File: config.mk
export PLATFORM = sky130hd
export DESIGN_NAME = chan1_event_flags_top
export DESIGN_NICKNAME = d
export VERILOG_FILES = /design/src/rtl/chan1_flags_pkg.sv /design/src/rtl/chan1_event_flags_top.sv /design/src/rtl/chan1_flag_cell.sv /design/src/rtl/chan1_sync.sv
export SDC_FILE = /design/constraint.sdc
export NUM_CORES = 1
export LEC_CHECK = 0
export ABC_CLOCK_PERIOD_IN_PS = 6900
export BUFFER_PORTS_ARGS = -buffer_cell sky130_fd_sc_hd__buf_2
export CAP_MARGIN = 20
export CORE_MARGIN = 10
export CORE_UTILIZATION = 43
export DETAILED_ROUTE_END_ITERATION = 12
export GPL_ROUTABILITY_DRIVEN = 0
export HOLD_SLACK_MARGIN = 0.02
export SKIP_LAST_GASP = 1
export SLEW_MARGIN = 20
export SYNTH_ARGS = -nofsm -noshare
export SYNTH_HDL_FRONTEND = slang
export SYNTH_HIERARCHICAL = 1
export SYNTH_SLANG_ARGS = --single-unit
export TNS_END_PERCENT = 50
File: constraint.sdc
create_clock -name core_clk_in -period 6.9 [get_ports core_clk_in]
set_input_delay 0 -clock core_clk_in [delete_from_list [all_inputs] [get_ports core_clk_in]]
set_output_delay 0 -clock core_clk_in [all_outputs]
set_load 0.02 [all_outputs]
File: src/rtl/chan1_flags_pkg.sv
// Notes on behaviour
// - Reserved bits 15..9 always read zero.
// - Only written zero clears; one leaves flag.
// - Reset and standby clear whole register.
// - Bit 8 sets on counter wrap.
// - Wrap flag clears only after read-one, write-zero.
// - Bits 7..0 are flags H down to A.
// - Capture into general register sets its flag.
// - Counter equal to compare register sets flag.
// - All registers share one channel counter.
// - Match flag clears after read-one, write-zero.
// - Flag interrupts only when its enable set.
package chan1_flags_pkg;
  localparam int ADDR_W = 5;
  localparam int DATA_W = 16;
  localparam int NUM_GR = 8;
  localparam int FLAG_W = 9;
  localparam int WRAP_BIT = 8;
  localparam int CTRL_RUN_BIT = 0;
  localparam int CTRL_DIV_LSB = 8;
  localparam int CTRL_DIV_MSB = 15;
  localparam logic [ADDR_W-1:0] OFF_FLAGS = 5'h00;
  localparam logic [ADDR_W-1:0] OFF_IRQ_EN = 5'h02;
  localparam logic [ADDR_W-1:0] OFF_CTRL = 5'h04;
  localparam logic [ADDR_W-1:0] OFF_MODE = 5'h06;
  localparam logic [ADDR_W-1:0] OFF_COUNT = 5'h08;
  localparam int GR_SEL_BIT = 4;
  localparam logic [FLAG_W-1:0] FLAGS_RST = 9'h000;
  localparam logic [FLAG_W-1:0] IRQ_EN_RST = 9'h000;
  localparam logic [DATA_W-1:0] CTRL_RST = 16'h0000;
  localparam logic [NUM_GR-1:0] MODE_RST = 8'h00;
  localparam logic [DATA_W-1:0] COUNT_RST = 16'h0000;
  localparam logic [DATA_W-1:0] COUNT_MAX = 16'hFFFF;
  localparam logic [DATA_W-1:0] GR_RST = 16'h0000;
  localparam logic [7:0] DIV_RST = 8'h00;
  localparam int SYNC_W = 10;
endpackage : chan1_flags_pkg

File: src/rtl/chan1_event_flags_top.sv
// The placing of the registers and strobed register access were left to the implementer.
`timescale 1ns/10ps
module chan1_event_flags_top (
  // Clock and reset
  input wire logic core_clk_in,
  input wire logic rst_n_in,
  // Register port
  input wire logic [chan1_flags_pkg::ADDR_W-1:0] addr_in,
  input wire logic [chan1_flags_pkg::DATA_W-1:0] wr_data_in,
  input wire logic wr_en_in,
  input wire logic rd_en_in,
  output logic [chan1_flags_pkg::DATA_W-1:0] rd_data_out,
  // Timer pins
  input wire logic [chan1_flags_pkg::NUM_GR-1:0] capture_in,
  input wire logic hw_standby_in,
  input wire logic sw_standby_in,
  // Interrupt
  output logic irq_out
);
  function automatic logic hit(input logic [chan1_flags_pkg::ADDR_W-1:0] a,
                               input logic [chan1_flags_pkg::ADDR_W-1:0] off);
    hit = (a == off);
  endfunction : hit

  logic rst_sync_n;
  logic [chan1_flags_pkg::SYNC_W-1:0] pins_sync;
  logic [chan1_flags_pkg::NUM_GR-1:0] cap_sync;
  logic [chan1_flags_pkg::NUM_GR-1:0] cap_prev;
  logic [chan1_flags_pkg::NUM_GR-1:0] cap_edge;
  logic standby;

  logic [chan1_flags_pkg::FLAG_W-1:0] flags;
  logic [chan1_flags_pkg::FLAG_W-1:0] armed;
  logic [chan1_flags_pkg::FLAG_W-1:0] set_vec;
  logic [chan1_flags_pkg::FLAG_W-1:0] timer_irq_enable_reg;
  logic [chan1_flags_pkg::DATA_W-1:0] ctrl;
  logic [chan1_flags_pkg::NUM_GR-1:0] mode;
  logic [chan1_flags_pkg::DATA_W-1:0] channel1_main_counter;
  logic [chan1_flags_pkg::DATA_W-1:0] general_reg [chan1_flags_pkg::NUM_GR];
  logic [7:0] div_cnt;
  logic cnt_moved;

  logic wr_flags;
  logic wr_irq;
  logic wr_ctrl;
  logic wr_mode;
  logic wr_count;
  logic wr_gr;
  logic rd_flags;
  logic rd_irq;
  logic rd_ctrl;
  logic rd_mode;
  logic rd_count;
  logic rd_gr;
  logic gr_sel;
  logic [2:0] gr_idx;
  logic run;
  logic tick;
  logic wrap_evt;
  logic irq_pend;
  logic [chan1_flags_pkg::NUM_GR-1:0] cap_evt;
  logic [chan1_flags_pkg::NUM_GR-1:0] cmp_evt;
  logic [chan1_flags_pkg::DATA_W-1:0] rd_value;
  logic [chan1_flags_pkg::FLAG_W-1:0] wr_flag_bits;

  // Reset is asserted at once and released through two flops.
  chan1_sync #(
    .WIDTH(1)
  ) u_rst_sync (
    .clk_in(core_clk_in),
    .rst_n_in(rst_n_in),
    .d_in(1'b1),
    .q_out(rst_sync_n)
  );

  chan1_sync #(
    .WIDTH(chan1_flags_pkg::SYNC_W)
  ) u_pin_sync (
    .clk_in(core_clk_in),
    .rst_n_in(rst_sync_n),
    .d_in({hw_standby_in, sw_standby_in, capture_in}),
    .q_out(pins_sync)
  );

  assign cap_sync = pins_sync[chan1_flags_pkg::NUM_GR-1:0];
  assign standby = pins_sync[9] | pins_sync[8];
  assign cap_edge = cap_sync & ~cap_prev;

  // Address decode.
  assign gr_sel = addr_in[chan1_flags_pkg::GR_SEL_BIT] & ~addr_in[0];
  assign gr_idx = addr_in[3:1];
  assign wr_flags = wr_en_in & hit(addr_in, chan1_flags_pkg::OFF_FLAGS);
  assign wr_irq = wr_en_in & hit(addr_in, chan1_flags_pkg::OFF_IRQ_EN);
  assign wr_ctrl = wr_en_in & hit(addr_in, chan1_flags_pkg::OFF_CTRL);
  assign wr_mode = wr_en_in & hit(addr_in, chan1_flags_pkg::OFF_MODE);
  assign wr_count = wr_en_in & hit(addr_in, chan1_flags_pkg::OFF_COUNT);
  assign wr_gr = wr_en_in & gr_sel;
  assign rd_flags = rd_en_in & hit(addr_in, chan1_flags_pkg::OFF_FLAGS);
  assign rd_irq = rd_en_in & hit(addr_in, chan1_flags_pkg::OFF_IRQ_EN);
  assign rd_ctrl = rd_en_in & hit(addr_in, chan1_flags_pkg::OFF_CTRL);
  assign rd_mode = rd_en_in & hit(addr_in, chan1_flags_pkg::OFF_MODE);
  assign rd_count = rd_en_in & hit(addr_in, chan1_flags_pkg::OFF_COUNT);
  assign rd_gr = rd_en_in & gr_sel;

  // Only the flag positions are taken from a write; bits 15..9 are dropped.
  assign wr_flag_bits = wr_data_in[chan1_flags_pkg::FLAG_W-1:0];

  // Counter timebase: the prescaler makes a one-cycle enable every N+1 clocks.
  assign run = ctrl[chan1_flags_pkg::CTRL_RUN_BIT];
  assign tick = run
    & (div_cnt == ctrl[chan1_flags_pkg::CTRL_DIV_MSB:chan1_flags_pkg::CTRL_DIV_LSB]);
  assign wrap_evt = tick & (channel1_main_counter == chan1_flags_pkg::COUNT_MAX);

  // Compare is checked once per new count value so a stopped counter
  // cannot keep re-setting a flag that software is trying to clear.
  assign cap_evt = cap_edge & ~mode;
  genvar i;
  generate
    for (i = 0; i < chan1_flags_pkg::NUM_GR; i++) begin : g_gr
      assign cmp_evt[i] = mode[i] & cnt_moved
        & (channel1_main_counter == general_reg[i]);

      always_ff @(posedge core_clk_in or negedge rst_sync_n) begin
        if (!rst_sync_n) begin
          general_reg[i] <= chan1_flags_pkg::GR_RST;
        end else if (cap_evt[i]) begin
          general_reg[i] <= channel1_main_counter;
        end else if (wr_gr && gr_idx == 3'(i)) begin
          general_reg[i] <= wr_data_in;
        end
      end
    end

    // Bit 7 is register H and bit 0 register A.
    for (i = 0; i < chan1_flags_pkg::FLAG_W; i++) begin : g_flag
      chan1_flag_cell u_cell (
        .clk_in(core_clk_in),
        .rst_n_in(rst_sync_n),
        .set_in(set_vec[i]),
        .standby_in(standby),
        .read_in(rd_flags),
        .write_in(wr_flags),
        .write_bit_in(wr_flag_bits[i]),
        .flag_out(flags[i]),
        .armed_out(armed[i])
      );
    end
  endgenerate

  assign set_vec = {wrap_evt, cap_evt | cmp_evt};
  assign irq_pend = |(flags & timer_irq_enable_reg);

  assign rd_value =
    rd_flags ? {7'h00, flags} :
    rd_irq ? {7'h00, timer_irq_enable_reg} :
    rd_ctrl ? ctrl :
    rd_mode ? {8'h00, mode} :
    rd_count ? channel1_main_counter :
    rd_gr ? general_reg[gr_idx] :
    16'h0000;

  always_ff @(posedge core_clk_in or negedge rst_sync_n) begin
    if (!rst_sync_n) begin
      cap_prev <= 8'h00;
      div_cnt <= chan1_flags_pkg::DIV_RST;
      cnt_moved <= 1'b0;
    end else begin
      cap_prev <= cap_sync;
      div_cnt <= (tick || !run) ? chan1_flags_pkg::DIV_RST : div_cnt + 8'h01;
      cnt_moved <= tick;
    end
  end

  // A software write to the counter wins over a tick in the same cycle.
  always_ff @(posedge core_clk_in or negedge rst_sync_n) begin
    if (!rst_sync_n) begin
      channel1_main_counter <= chan1_flags_pkg::COUNT_RST;
    end else if (wr_count) begin
      channel1_main_counter <= wr_data_in;
    end else if (tick) begin
      channel1_main_counter <= channel1_main_counter + 16'h0001;
    end
  end

  always_ff @(posedge core_clk_in or negedge rst_sync_n) begin
    if (!rst_sync_n) begin
      timer_irq_enable_reg <= chan1_flags_pkg::IRQ_EN_RST;
      ctrl <= chan1_flags_pkg::CTRL_RST;
      mode <= chan1_flags_pkg::MODE_RST;
    end else begin
      if (wr_irq) begin
        timer_irq_enable_reg <= wr_flag_bits;
      end
      if (wr_ctrl) begin
        ctrl <= wr_data_in;
      end
      if (wr_mode) begin
        mode <= wr_data_in[chan1_flags_pkg::NUM_GR-1:0];
      end
    end
  end

  always_ff @(posedge core_clk_in or negedge rst_sync_n) begin
    if (!rst_sync_n) begin
      rd_data_out <= 16'h0000;
      irq_out <= 1'b0;
    end else begin
      rd_data_out <= rd_en_in ? rd_value : 16'h0000;
      irq_out <= irq_pend;
    end
  end
endmodule : chan1_event_flags_top

File: src/rtl/chan1_flag_cell.sv
`timescale 1ns/10ps
module chan1_flag_cell (
  // Clock and reset
  input wire logic clk_in,
  input wire logic rst_n_in,
  // Events
  input wire logic set_in,
  input wire logic standby_in,
  // Register access
  input wire logic read_in,
  input wire logic write_in,
  input wire logic write_bit_in,
  // State
  output logic flag_out,
  output logic armed_out
);
  logic clear_req;
  logic next_flag;
  logic next_armed;

  // A zero write clears only once the set flag has been read as one.
  assign clear_req = write_in & ~write_bit_in & armed_out;
  assign next_flag = set_in | (flag_out & ~clear_req);
  // A set that collides with a clear must be read again before it can go.
  assign next_armed = next_flag & ~clear_req & (armed_out | (read_in & flag_out));

  always_ff @(posedge clk_in or negedge rst_n_in) begin
    if (!rst_n_in) begin
      flag_out <= 1'b0;
      armed_out <= 1'b0;
    end else if (standby_in) begin
      flag_out <= 1'b0;
      armed_out <= 1'b0;
    end else begin
      flag_out <= next_flag;
      armed_out <= next_armed;
    end
  end
endmodule : chan1_flag_cell

File: src/rtl/chan1_sync.sv
`timescale 1ns/10ps
module chan1_sync #(
  parameter int WIDTH = 1
) (
  // Clock and reset
  input wire logic clk_in,
  input wire logic rst_n_in,
  // Data
  input wire logic [WIDTH-1:0] d_in,
  output logic [WIDTH-1:0] q_out
);
  logic [WIDTH-1:0] meta;

  // The first stage feeds only the second stage.
  always_ff @(posedge clk_in or negedge rst_n_in) begin
    if (!rst_n_in) begin
      meta <= '0;
      q_out <= '0;
    end else begin
      meta <= d_in;
      q_out <= meta;
    end
  end
endmodule : chan1_sync

**Word-level counts from Yosys, hierarchy flattened**

Index checks and enable logic that the tools add are counted.

- Add/sub/neg operators: 2
- Order comparisons: 1
- Eq/ne operators: 21
- Muxes and demuxes: 47
- Bitwise gates (word level): 130
- Reductions and logical operators: 22

Operators by type and width:

| kind | number |
|---|---|
| $mux 16 | 27 |
| $eq 16x16->1 | 8 |
| $and 1x1->1 | 85 |
| $bmux 16 s3 | 1 |
| $not 1->1 | 19 |
| $or 1x1->1 | 19 |
| $mux 1 | 18 |
| $reduce_bool 2->1 | 9 |
| $add 16x1->16 const B | 1 |
| $and 8x8->8 | 2 |
| $eq 16x16->1 const B | 1 |
| $not 8->8 | 2 |
| $eq 3x3->1 const B | 4 |
| $eq 5x3->1 const B | 2 |
| $and 9x9->9 | 1 |
| $reduce_or 9->1 | 1 |
| $add 8x1->8 const B | 1 |
| $eq 8x8->1 | 1 |
| $logic_and 1x1->1 | 8 |
| $mux 8 | 1 |
| $or 8x8->8 | 1 |
| $eq 3x2->1 const B | 2 |
| $eq 5x2->1 const B | 1 |
| $eq 5x4->1 const B | 1 |
| other kinds (7) | 7 |

- Register bits: 251

**Logic depth before layout (Yosys ltp)**

Gate-level depths: netlist of run 1.

- Depth in word-level cells: 11
- Gate-level depth with buffers: 8
- Gate-level depth less buffers: 6

**By module**

The synthesis of run 1 kept the hierarchy.

By module, submodules not included:

| module | instances | cells each | area each (um2) | seq. area each (um2) |
|---|---|---|---|---|
| chan1_event_flags_top | 1 | 1267 | 12683.4 | 5280.1 |
| chan1_flag_cell | 9 | 9 | 103.8 | 50.0 |
| chan1_sync (u_pin_sync) | 1 | 20 | 500.5 | 500.5 |
| chan1_sync (u_rst_sync) | 1 | 2 | 50.0 | 50.0 |

**Least setup slack after synthesis of run 1**

OpenSTA, ideal clock, no wires.

- Kind: reg-to-reg
- From: register channel1_main_counter[6] (netlist bit)
- To: register g_flag[5].u_cell.flag_out
- Data arrival time: 1771 ps
- Required time: 6800 ps
- Path slack: 5029 ps
- Stages on the path, launching flop included: 9
- Cell sequence: dfrtp_1 -> clkbuf_1 -> clkbuf_1 -> xor2_1 -> nor3_1 -> nand3_1 -> o21bai_1 -> nor2_1 -> a311oi_1

- Cells in the longest elaborated chain, start to end: 5

Ends and longest elaborated chain:

| what | RTL line | text |
|---|---|---|
| start, declared | chan1_event_flags_top.sv:38 | `logic [chan1_flags_pkg::DATA_W-1:0] channel1_main_counter;` |
| start signal, assigned | chan1_event_flags_top.sv:177 | `channel1_main_counter <= chan1_flags_pkg::COUNT_RST;` |
| start signal, assigned | chan1_event_flags_top.sv:179 | `channel1_main_counter <= wr_data_in;` |
| start signal, assigned | chan1_event_flags_top.sv:181 | `channel1_main_counter <= channel1_main_counter + 16'h0001;` |
| $eq 16x16->1 | chan1_event_flags_top.sv:121 | `& (channel1_main_counter == general_reg[i]);` |
| $and 1x1->1 | chan1_event_flags_top.sv:121 |  |
| $or 8x8->8 | chan1_event_flags_top.sv:150 | `assign set_vec = {wrap_evt, cap_evt \| cmp_evt};` |
| via set_vec (one bit) | chan1_event_flags_top.sv:34 | `logic [chan1_flags_pkg::FLAG_W-1:0] set_vec;` |
| $or 1x1->1 | chan1_flag_cell.sv:23 | `assign next_flag = set_in \| (flag_out & ~clear_req);` |
| $mux 1 | chan1_flag_cell.sv:31 | `end else if (standby_in) begin` |
| end signal, assigned | chan1_flag_cell.sv:35 | `flag_out <= next_flag;` |
| end, declared | chan1_flag_cell.sv:14 | `output logic flag_out,` |

The timed path passes the listed nets, and every way through them passes these cells.
A chain may end at the register's enable or synchronous reset.

**Worst setup path after layout of run 1**

- From: register channel1_main_counter[6] (netlist bit)
- To: register g_flag[8].u_cell.flag_out

- Cells in the longest elaborated chain, start to end: 4

Ends and longest elaborated chain:

| what | RTL line | text |
|---|---|---|
| $eq 16x16->1 | chan1_event_flags_top.sv:112 | `assign wrap_evt = tick & (channel1_main_counter == chan1_flags_pkg::COUNT_MAX);` |
| $and 1x1->1 | chan1_event_flags_top.sv:112 |  |
| via set_vec (one bit) | chan1_event_flags_top.sv:34 |  |
| $or 1x1->1 | chan1_flag_cell.sv:23 |  |
| $mux 1 | chan1_flag_cell.sv:31 |  |
| end signal, assigned | chan1_flag_cell.sv:35 |  |
| end, declared | chan1_flag_cell.sv:14 |  |

The timed path passes the listed nets, and every way through them passes these cells.

==> impl_metrics.env, run 1 <==
export IMPL_maxSlewHeadroom_pct=27.8
export IMPL_clkLatencyLatePin_ps=580
export IMPL_yosysSeqAreaShare_pct=44.3
export IMPL_final_setup_tns_ps=0
export IMPL_timing_final_ws_setup_ps=4140
export IMPL_die_area_um2=40600
export IMPL_crit_family="simple AND/OR/NAND/NOR gates"
export IMPL_dr_first_iter_drc_count=1085
export IMPL_cts_buffers=30
export IMPL_num_rows=66
export IMPL_antenna_found_initial=0
export IMPL_finalCriticalPeriod_ps=2760
export IMPL_synth_ff_type="dfrtp_1"
export IMPL_final_core_util_pct=49.3
export IMPL_async_reset_ff_share_pct=100
export IMPL_ant_nets=0
export IMPL_critPathSlowestCell="dfrtp_1"
export IMPL_hold_viol=0
export IMPL_synthCells=1370
export IMPL_n_antenna_cell=0
export IMPL_cp_buffers_inverters=0
export IMPL_cts_tree="built"
export IMPL_power_leakage_nw=6.62
export IMPL_fin_cells=1855
export IMPL_clkTransAtPathRegs_ps=60
export IMPL_path_cells="and3_1 -> nand3_1 -> nor4_4 -> and4_1 -> nor2_1 -> a311oi_1"
export IMPL_layout_commonest_cell="dfrtp_1"
export IMPL_power_density_nw_per_um2=327
export IMPL_grt_overflow_total=0
export IMPL_first_pass_iters=5
export IMPL_yosysWarnings=6
export IMPL_final_cell_mix="dfrtp_1 (250), mux2i_1 (150), xor2_1 (123)"
export IMPL_area_growth_syn_to_layout_pct=13.2
export IMPL_routed_via_density=5.89
export IMPL_portBuffers=51
export IMPL_cts_sinks=251
export IMPL_drcViolationCount=0
export IMPL_wirelength_um=45600
export IMPL_synth_nets=1407
export IMPL_grt_max_degree=64
export IMPL_fp_dieW_um=202
export IMPL_dr_total_vias=10900
export IMPL_postCtsSetupRepairBufs=0
export IMPL_worstHoldPathType="in2reg"
export IMPL_largest_reg_flops=128
export IMPL_drive_above_1_share_pct=15.9
export IMPL_preCtsSetupSlack_ps=4190
export IMPL_chipHeight_um=202
export IMPL_endpoint_kind="register"
export IMPL_ios=52
export IMPL_start_kind="register"
export IMPL_avgSynthCellArea_um2=10.3
export IMPL_grt_pass1_wl_um=69600
export IMPL_synth_edf_count=0
export IMPL_setup_viol=0
export IMPL_core_um2=32500
export IMPL_status="finished, final reports clean"
export IMPL_grt_pass1_vias=10800
export IMPL_fmax_ghz=0.362
export IMPL_period_share_pct=40.0
export IMPL_drv_slew=0
export IMPL_wl_per_cell_um=24.6
export IMPL_start_util_pct=43.5
export IMPL_grt_use_total_pct=21.9
export IMPL_synth_distinct_cells=66
export IMPL_fin_skew_ps=30.9
export IMPL_dpl_cell_count=1771
export IMPL_dp_hpwl_um=30900
export IMPL_rsz0062_at_grt="no"
export IMPL_ir_drop_uv=207
export IMPL_crit_type="reg2reg"
export IMPL_slowest_delay_ps=960
export IMPL_cts_max_path_buffers=3
export IMPL_path_max_fanout=20
export IMPL_critPathArrivalTime_ps=3250
export IMPL_netlist_area_um2=14200
export IMPL_cp_required_ps=7390
export IMPL_tightest_slew_ps=1080
export IMPL_synth_seq_cells=251
export IMPL_nets=1429
export IMPL_htreeDepth=1
export IMPL_drv_cap=0
export IMPL_clockRootBuffer="clkbuf_16"
[per-layer routing]
| metal | routed length [um] | up-vias | track usage [%] |
|---|---|---|---|
| met4 | 2050 | 0 | 9.10 |
| met2 | 21300 | 418 | 35.2 |
| met5 | 0 | - | 0 |
| met3 | 2850 | 114 | 3.24 |
| met1 | 19300 | 5495 | 29.1 |
| li1 | - | 4898 | - |
[cell type report]
cell class,instances,area [um^2]
Inverter,24,90.1
Clock inverter,12,180
Clock buffer,41,852
Multi-Input combinational cell,979,7330
Timing Repair Buffer,106,746
Tap cell,442,553
Fill cell,2997,16500
Sequential cell,251,6280
[logic make-up (layout without fill, tap and decap cells)]
family / count (synthesis) / after routing / share of synthesized area [%]
AND/OR/NAND/NOR: 364 / 364 / 13.1
flip-flops: 251 / 251 / 44.3
AO/OA/AOI/OAI: 247 / 247 / 11.0
multiplexers: 213 / 213 / 17.6
XOR/XNOR: 152 / 152 / 9.40
buffers and inverters: 140 / 183 / 4.39
adder cells (fa/ha/maj): 2 / 2 / 0.177
other: 1 / 1 / 0.0265
[repair_timing]
| item | in CTS | in global routing |
|---|---|---|
| gates resized for setup | 0 | 0 |
| endpoints found under the hold margin | 206 | 0 |
| endpoints found under the setup margin | 0 | 0 |
| hold buffers | 31 | 0 |
[power breakdown]
group	internal (W)	switching [W]
clock network	0.00101	0.000652
logic	0.000585	0.000716
registers	0.00173	0.000552
total	0.00333	0.00192
[worst paths after layout]
kind / start / end / slack [ps] / depth (start not counted)
min in group asynchronous: rst_n_in / u_rst_sync/q_out$_DFF_PN0_ / 270 / 3
max in group asynchronous: u_rst_sync/q_out$_DFF_PN0_ / ctrl[15]$_DFFE_PN0P_ / 4730 / 2
setup reg to reg: channel1_main_counter[6]$_DFFE_PN0P_ / g_flag[8].u_cell/flag_out$_DFF_PN0_ / 4140 / 6
hold reg to reg: u_rst_sync/q_out$_DFF_PN0_ / u_pin_sync/q_out[3]$_DFF_PN0_ / 290 / 0
hold / removal: capture_in[6] / u_pin_sync/meta[6]$_DFF_PN0_ / 60 / 2
setup / recovery: channel1_main_counter[6]$_DFFE_PN0P_ / g_flag[8].u_cell/flag_out$_DFF_PN0_ / 4140 / 6
[cell usage after synthesis (all sizes together) (11+ instances only)]
| cell | n | area share (%) |
|---|---|---|
| a21oi | 80 | 2.8 |
| a22oi | 11 | 0.58 |
| and3 | 11 | 0.49 |
| buf | 57 | 2.2 |
| clkbuf | 59 | 1.6 |
| dfrtp | 251 | 44 |
| inv | 24 | 0.64 |
| mux2 | 41 | 3.5 |
| mux2i | 150 | 11 |
| mux4 | 22 | 3.5 |
| nand2 | 102 | 2.7 |
| nand3 | 19 | 0.67 |
| nand4 | 16 | 0.75 |
| nor2 | 104 | 2.8 |
| nor2b | 11 | 0.49 |
| nor3 | 24 | 0.92 |
| nor4 | 35 | 1.7 |
| o21ai | 89 | 3.1 |
| xnor2 | 29 | 1.8 |
| xor2 | 123 | 7.6 |
[through the flow]
| step | total power, W | hold slack, ps | instance area, um^2 |
|---|---|---|---|
| CTS | 0.00524 | 31.0 | 16000 |
| detailed placement | 0.00356 | -207 | 14700 |
| global route | 0.00547 | 57.9 | 16000 |
| global placement | 0.00354 | -213 | 14700 |
| floorplan | 0.00307 | -296 | 14200 |
| finish | 0.00525 | 57.0 | 16000 |
[worst register-to-register path, stage by stage (launching register included)]
cell	delay [ps]
dfrtp_1	960
and3_1	320
nand3_1	210
nor4_4	470
and4_1	370
nor2_1	90
a311oi_1	250
Note: power is estimated with default switching activity, not from simulation.
==> inputs of run 2 (changes only) <==
--- a/config.mk
+++ b/config.mk
@@ -5,7 +5,7 @@
 export SDC_FILE = /design/constraint.sdc
 export NUM_CORES = 1
 export LEC_CHECK = 0
-export ABC_CLOCK_PERIOD_IN_PS = 6900
+export ABC_CLOCK_PERIOD_IN_PS = 2700
 export BUFFER_PORTS_ARGS = -buffer_cell sky130_fd_sc_hd__buf_2
 export CAP_MARGIN = 20
 export CORE_MARGIN = 10
==> constraint.sdc (replaced) <==
create_clock -name core_clk_in -period 2.7 [get_ports core_clk_in]
set_input_delay 0 -clock core_clk_in [delete_from_list [all_inputs] [get_ports core_clk_in]]
set_output_delay 0 -clock core_clk_in [all_outputs]
set_load 0.02 [all_outputs]
==> impl_metrics.env, run 2 (same netlist as run 1, synthesis figures left out) <==
export IMPL_status="finished, final reports clean"
export IMPL_routed_via_density=5.83
export IMPL_grt_max_degree=59
export IMPL_dp_hpwl_um=32800
export IMPL_area_growth_syn_to_layout_pct=17.1
export IMPL_dpl_instance_area_um2=15200
export IMPL_fin_cells=1903
export IMPL_start_kind="register"
export IMPL_die_area_um2=40600
export IMPL_period_share_pct=87.9
export IMPL_cts_max_path_buffers=3
export IMPL_maxSlewHeadroom_pct=47.7
export IMPL_grt_pass1_vias=10900
export IMPL_clkTransAtPathRegs_ps=60
export IMPL_n_antenna_cell=0
export IMPL_p_sw_w=0.00504
export IMPL_drcViolationCount=0
export IMPL_fin_skew_ps=12.7
export IMPL_dr_total_vias=11100
export IMPL_grt_use_total_pct=21.9
export IMPL_ios=52
export IMPL_num_rows=66
export IMPL_cp_required_ps=3160
export IMPL_p_int_w=0.00902
export IMPL_cts_sinks=251
export IMPL_nets=1474
export IMPL_clkLatencyLatePin_ps=560
export IMPL_clockRootBuffer="clkbuf_16"
export IMPL_netSwitchingFraction_pct=35.8
export IMPL_first_pass_iters=5
export IMPL_grt_pass1_wl_um=69600
export IMPL_ir_drop_uv=520
export IMPL_fp_dieW_um=202
export IMPL_power_leakage_nw=6.93
export IMPL_wl_per_cell_um=24.0
export IMPL_antenna_found_initial=0
export IMPL_portBuffers=51
export IMPL_rsz0062_at_grt="no"
export IMPL_hold_ws_ps=48.0
export IMPL_final_cell_mix="dfrtp_1 (250), mux2i_1 (150), xor2_1 (123)"
export IMPL_post_cts_resized=0
export IMPL_drv_slew=0
export IMPL_tightest_slew_ps=784
export IMPL_layout_commonest_cell="dfrtp_1"
export IMPL_largest_reg_flops=128
export IMPL_htreeDepth=1
export IMPL_setup_viol=0
export IMPL_p_seq_share_pct=39.3
export IMPL_wirelength_um=45600
export IMPL_hold_viol=0
export IMPL_crit_type="reg2reg"
export IMPL_chipHeight_um=202
export IMPL_path_max_fanout=11
export IMPL_final_setup_tns_ps=0
export IMPL_endpoint_kind="register"
export IMPL_power_density_nw_per_um2=847
export IMPL_fmax_ghz=0.421
export IMPL_drive_above_1_share_pct=19.0
export IMPL_cts_buffers=30
export IMPL_worstHoldPathType="in2reg"
export IMPL_dpl_cell_count=1817
export IMPL_combPwrFrac_pct=28.6
export IMPL_power_frac_clock_pct=32.1
export IMPL_p_total_w=0.0141
export IMPL_finalCriticalPeriod_ps=2370
export IMPL_cts_tree="built"
export IMPL_ant_nets=0
export IMPL_drv_cap=0
export IMPL_postCtsSetupRepairBufs=0
export IMPL_finalInstanceArea_um2=16600
export IMPL_start_util_pct=43.5
export IMPL_hold_buffers=30
export IMPL_dr_first_iter_drc_count=987
export IMPL_critPathArrivalTime_ps=2830
export IMPL_grt_overflow_total=0
export IMPL_core_um2=32500
## run 2: cell types whose count changed in the layout (fill, tap and decap cells not counted), sizes merged
cell	before	now
clkinv	5	7
dlygate4sd3	31	30
bufinv	4	6
clkbuf	41	39
inv	25	26
buf	75	121
## run 2: per-layer routing
| metal | vias to the layer above | GRT usage (%) | wire, um |
|---|---|---|---|
| met1 | 5578 | 29.2 | 19500 |
| met4 | 0 | 6.09 | 1310 |
| li1 | 5001 | - | - |
| met2 | 436 | 36.1 | 21800 |
| met3 | 86 | 3.41 | 3070 |
| met5 | - | 0 | 0 |
## run 2: stage by stage
step / utilization, % / setup slack (ps)
floorplan: - / 177
global placement: 46.6 / 412
detailed placement: 46.6 / 384
CTS: 51.0 / 359
global route: 51.0 / 184
finish: 51.0 / 327
## run 2: power by group through the flow
stage | Sequential (W) | Combinational, W | Clock (W)
after detailed placement | 0.00555 | 0.00394 | 0
after floorplan | 0.00502 | 0.00283 | 0
after CTS | 0.00549 | 0.00400 | 0.00459
final | 0.00553 | 0.00402 | 0.00451
after global routing | 0.00560 | 0.00433 | 0.00473
after global placement | 0.00554 | 0.00390 | 0
## run 2: worst paths after layout
kind / slack, ps / startpoint / cells past startpoint / end
setup / recovery: 330 / channel1_main_counter[1]$_DFFE_PN0P_ / 7 / g_flag[7].u_cell/flag_out$_DFF_PN0_
hold / removal: 50 / addr_in[1] / 4 / rd_data_out[4]$_DFF_PN0_
setup reg to reg: 330 / channel1_main_counter[1]$_DFFE_PN0P_ / 7 / g_flag[7].u_cell/flag_out$_DFF_PN0_
hold reg to reg: 350 / u_pin_sync/meta[2]$_DFF_PN0_ / 0 / u_pin_sync/q_out[2]$_DFF_PN0_
max in group asynchronous: 1540 / u_rst_sync/q_out$_DFF_PN0_ / 1 / general_reg[61]$_DFFE_PN0P_
min in group asynchronous: 300 / rst_n_in / 3 / u_rst_sync/q_out$_DFF_PN0_
## run 2: layout make-up
class                   instances  area (um^2)
clock buffers                  39          866
repair buffers                151         1220
inverters                      24         90.1
well taps                     442          553
flip-flops and latches        251         6280
multi-input cells             979         7330
fillers                      2954        15900
clock inverters                17          251
## run 2: critical path, cell delays in order (launching register included)
cell	delay, ps
dfrtp_1	580
buf_12	250
xor2_1	160
nor4_1	380
nand3_1	130
o21bai_1	340
nor2_1	120
a311oi_1	290
==> inputs of run 3 (changes only) <==
--- a/config.mk
+++ b/config.mk
@@ -13,6 +13,7 @@
 export DETAILED_ROUTE_END_ITERATION = 12
 export GPL_ROUTABILITY_DRIVEN = 0
 export HOLD_SLACK_MARGIN = 0.02
+export PLACE_DENSITY = 0.57
 export SKIP_LAST_GASP = 1
 export SLEW_MARGIN = 20
 export SYNTH_ARGS = -nofsm -noshare
==> impl_metrics.env, run 3 (same netlist as run 1, synthesis figures left out) <==
export IMPL_grt_overflow_total=0
export IMPL_grt_use_total_pct=22.8
export IMPL_ir_drop_uv=540
export IMPL_final_core_util_pct=50.5
export IMPL_core_um2=32500
export IMPL_dr_total_vias=11100
export IMPL_final_setup_tns_ps=0
export IMPL_hold_ws_ps=52.2
export IMPL_dp_hpwl_um=33500
export IMPL_largest_reg_flops=128
export IMPL_r2r_slack_ps=220
export IMPL_min_from="addr_in[1]"
export IMPL_path_max_fanout=16
export IMPL_worstReg2RegStart="channel1_main_counter[2]$_DFFE_PN0P_"
export IMPL_cts_max_path_buffers=3
export IMPL_critPathArrivalTime_ps=2950
export IMPL_cp_required_ps=3170
export IMPL_start_util_pct=43.5
export IMPL_ant_nets=0
export IMPL_n_antenna_cell=0
export IMPL_reg2regPathDepth=6
export IMPL_fmax_ghz=0.403
export IMPL_worstHoldPathType="in2reg"
export IMPL_power_density_nw_per_um2=817
export IMPL_clkTransAtPathRegs_ps=60
export IMPL_hold_viol=0
export IMPL_cts_tree="built"
export IMPL_drive_above_1_share_pct=18.6
export IMPL_htreeDepth=1
export IMPL_wirelength_um=47000
export IMPL_start_kind="register"
export IMPL_clockRootBuffer="clkbuf_16"
export IMPL_area_growth_syn_to_layout_pct=16.0
export IMPL_setup_viol=0
export IMPL_period_share_pct=91.8
export IMPL_num_rows=66
export IMPL_holdPathEnd="rd_data_out[4]$_DFF_PN0_"
export IMPL_preCtsSetupSlack_ps=257
export IMPL_endpoint_kind="register"
export IMPL_hold_buffers=30
export IMPL_first_pass_iters=5
export IMPL_drcViolationCount=0
export IMPL_clkLatencyLatePin_ps=570
export IMPL_fin_skew_ps=9.64
export IMPL_fp_dieW_um=202
export IMPL_antenna_found_initial=1
export IMPL_postCtsSetupRepairBufs=0
export IMPL_ios=52
export IMPL_portBuffers=51
export IMPL_crit_type="reg2reg"
export IMPL_dr_first_iter_drc_count=1059
export IMPL_power_leakage_nw=6.86
export IMPL_wl_per_cell_um=24.7
export IMPL_cts_sinks=251
export IMPL_grt_pass1_wl_um=71700
export IMPL_tightest_slew_ps=911
export IMPL_drv_slew=0
export IMPL_whs_path_depth=4
export IMPL_grt_pass1_vias=11100
export IMPL_final_cell_mix="dfrtp_1 (250), mux2i_1 (150), xor2_1 (123)"
export IMPL_status="finished, final reports clean"
export IMPL_reg2reg_to="g_flag[2].u_cell/flag_out$_DFF_PN0_"
export IMPL_drv_cap=0
export IMPL_grt_max_degree=48
export IMPL_nets=1478
export IMPL_finalCriticalPeriod_ps=2480
export IMPL_rsz0062_at_grt="no"
export IMPL_routed_via_density=5.82
export IMPL_die_area_um2=40600
export IMPL_maxSlewHeadroom_pct=39.3
export IMPL_timing_final_ws_setup_ps=221
export IMPL_cts_buffers=29
export IMPL_post_cts_resized=0
export IMPL_layout_commonest_cell="dfrtp_1"
export IMPL_chipHeight_um=202
==> run 3: changes by cell type in the layout (fill, tap and decap cells not counted), sizes merged <==
cell / before / now
buf: 121 / 126
bufinv: 6 / 0
clkbuf: 39 / 47
clkinv: 7 / 2
clkinvlp: 2 / 0
inv: 26 / 25
==> run 3: per-layer routing <==
metal	wire length [um]	global-route usage [%]	vias up
met4	2120	9.66	0
met3	3340	4.10	114
met1	20000	30.4	5542
met5	0	0	-
li1	-	-	5006
met2	21600	35.8	404
==> run 3: worst max path at each step <==
| stage | start | to | slack [ps] |
|---|---|---|---|
| floorplan | u_rst_sync/q_out$_DFF_PN0_ | cap_prev[0]$_DFF_PN0_ | 180 |
| global placement | channel1_main_counter[11]$_DFFE_PN0P_ | g_flag[2].u_cell/flag_out$_DFF_PN0_ | 300 |
| detailed placement | channel1_main_counter[2]$_DFFE_PN0P_ | g_flag[2].u_cell/flag_out$_DFF_PN0_ | 260 |
| CTS | channel1_main_counter[2]$_DFFE_PN0P_ | g_flag[2].u_cell/flag_out$_DFF_PN0_ | 270 |
| global route | channel1_main_counter[2]$_DFFE_PN0P_ | g_flag[2].u_cell/flag_out$_DFF_PN0_ | 90 |
| finish | channel1_main_counter[2]$_DFFE_PN0P_ | g_flag[2].u_cell/flag_out$_DFF_PN0_ | 220 |
==> run 3: cell type report <==
cell class | count | area [um^2]
fill | 2976 | 16100
multi-input combinational | 979 | 7330
sequential | 251 | 6280
timing repair buffer | 156 | 1260
clock buffer | 47 | 903
tap | 442 | 553
inverter | 24 | 90.1
clock inverter | 3 | 18.8
==> run 3: report_power, final <==
part           internal [W]  leakage [nW]  switching [W]  total (W)
registers           0.00444          3.03        0.00116    0.00559
logic               0.00177          3.38        0.00222    0.00399
clock network       0.00225         0.457        0.00159    0.00384
total               0.00846          6.86        0.00497     0.0134
==> run 3: worst max-delay path, stage by stage, from the launching register on <==
cell,delay [ps]
dfrtp_1,890
xor2_1,230
nor4_1,330
nand4_1,140
o21bai_1,420
nor2_1,130
a311oi_1,250
==> run 3: metrics by stage <==
stage | power [W] | cells | instance area, um^2
after floorplan | 0.00785 | 1370 | 14200
after global placement | 0.00948 | 1822 | 15200
after detailed placement | 0.00953 | 1822 | 15200
after CTS | 0.0134 | 1902 | 16400
after global routing | 0.0141 | 1902 | 16400
final | 0.0134 | 1902 | 16400
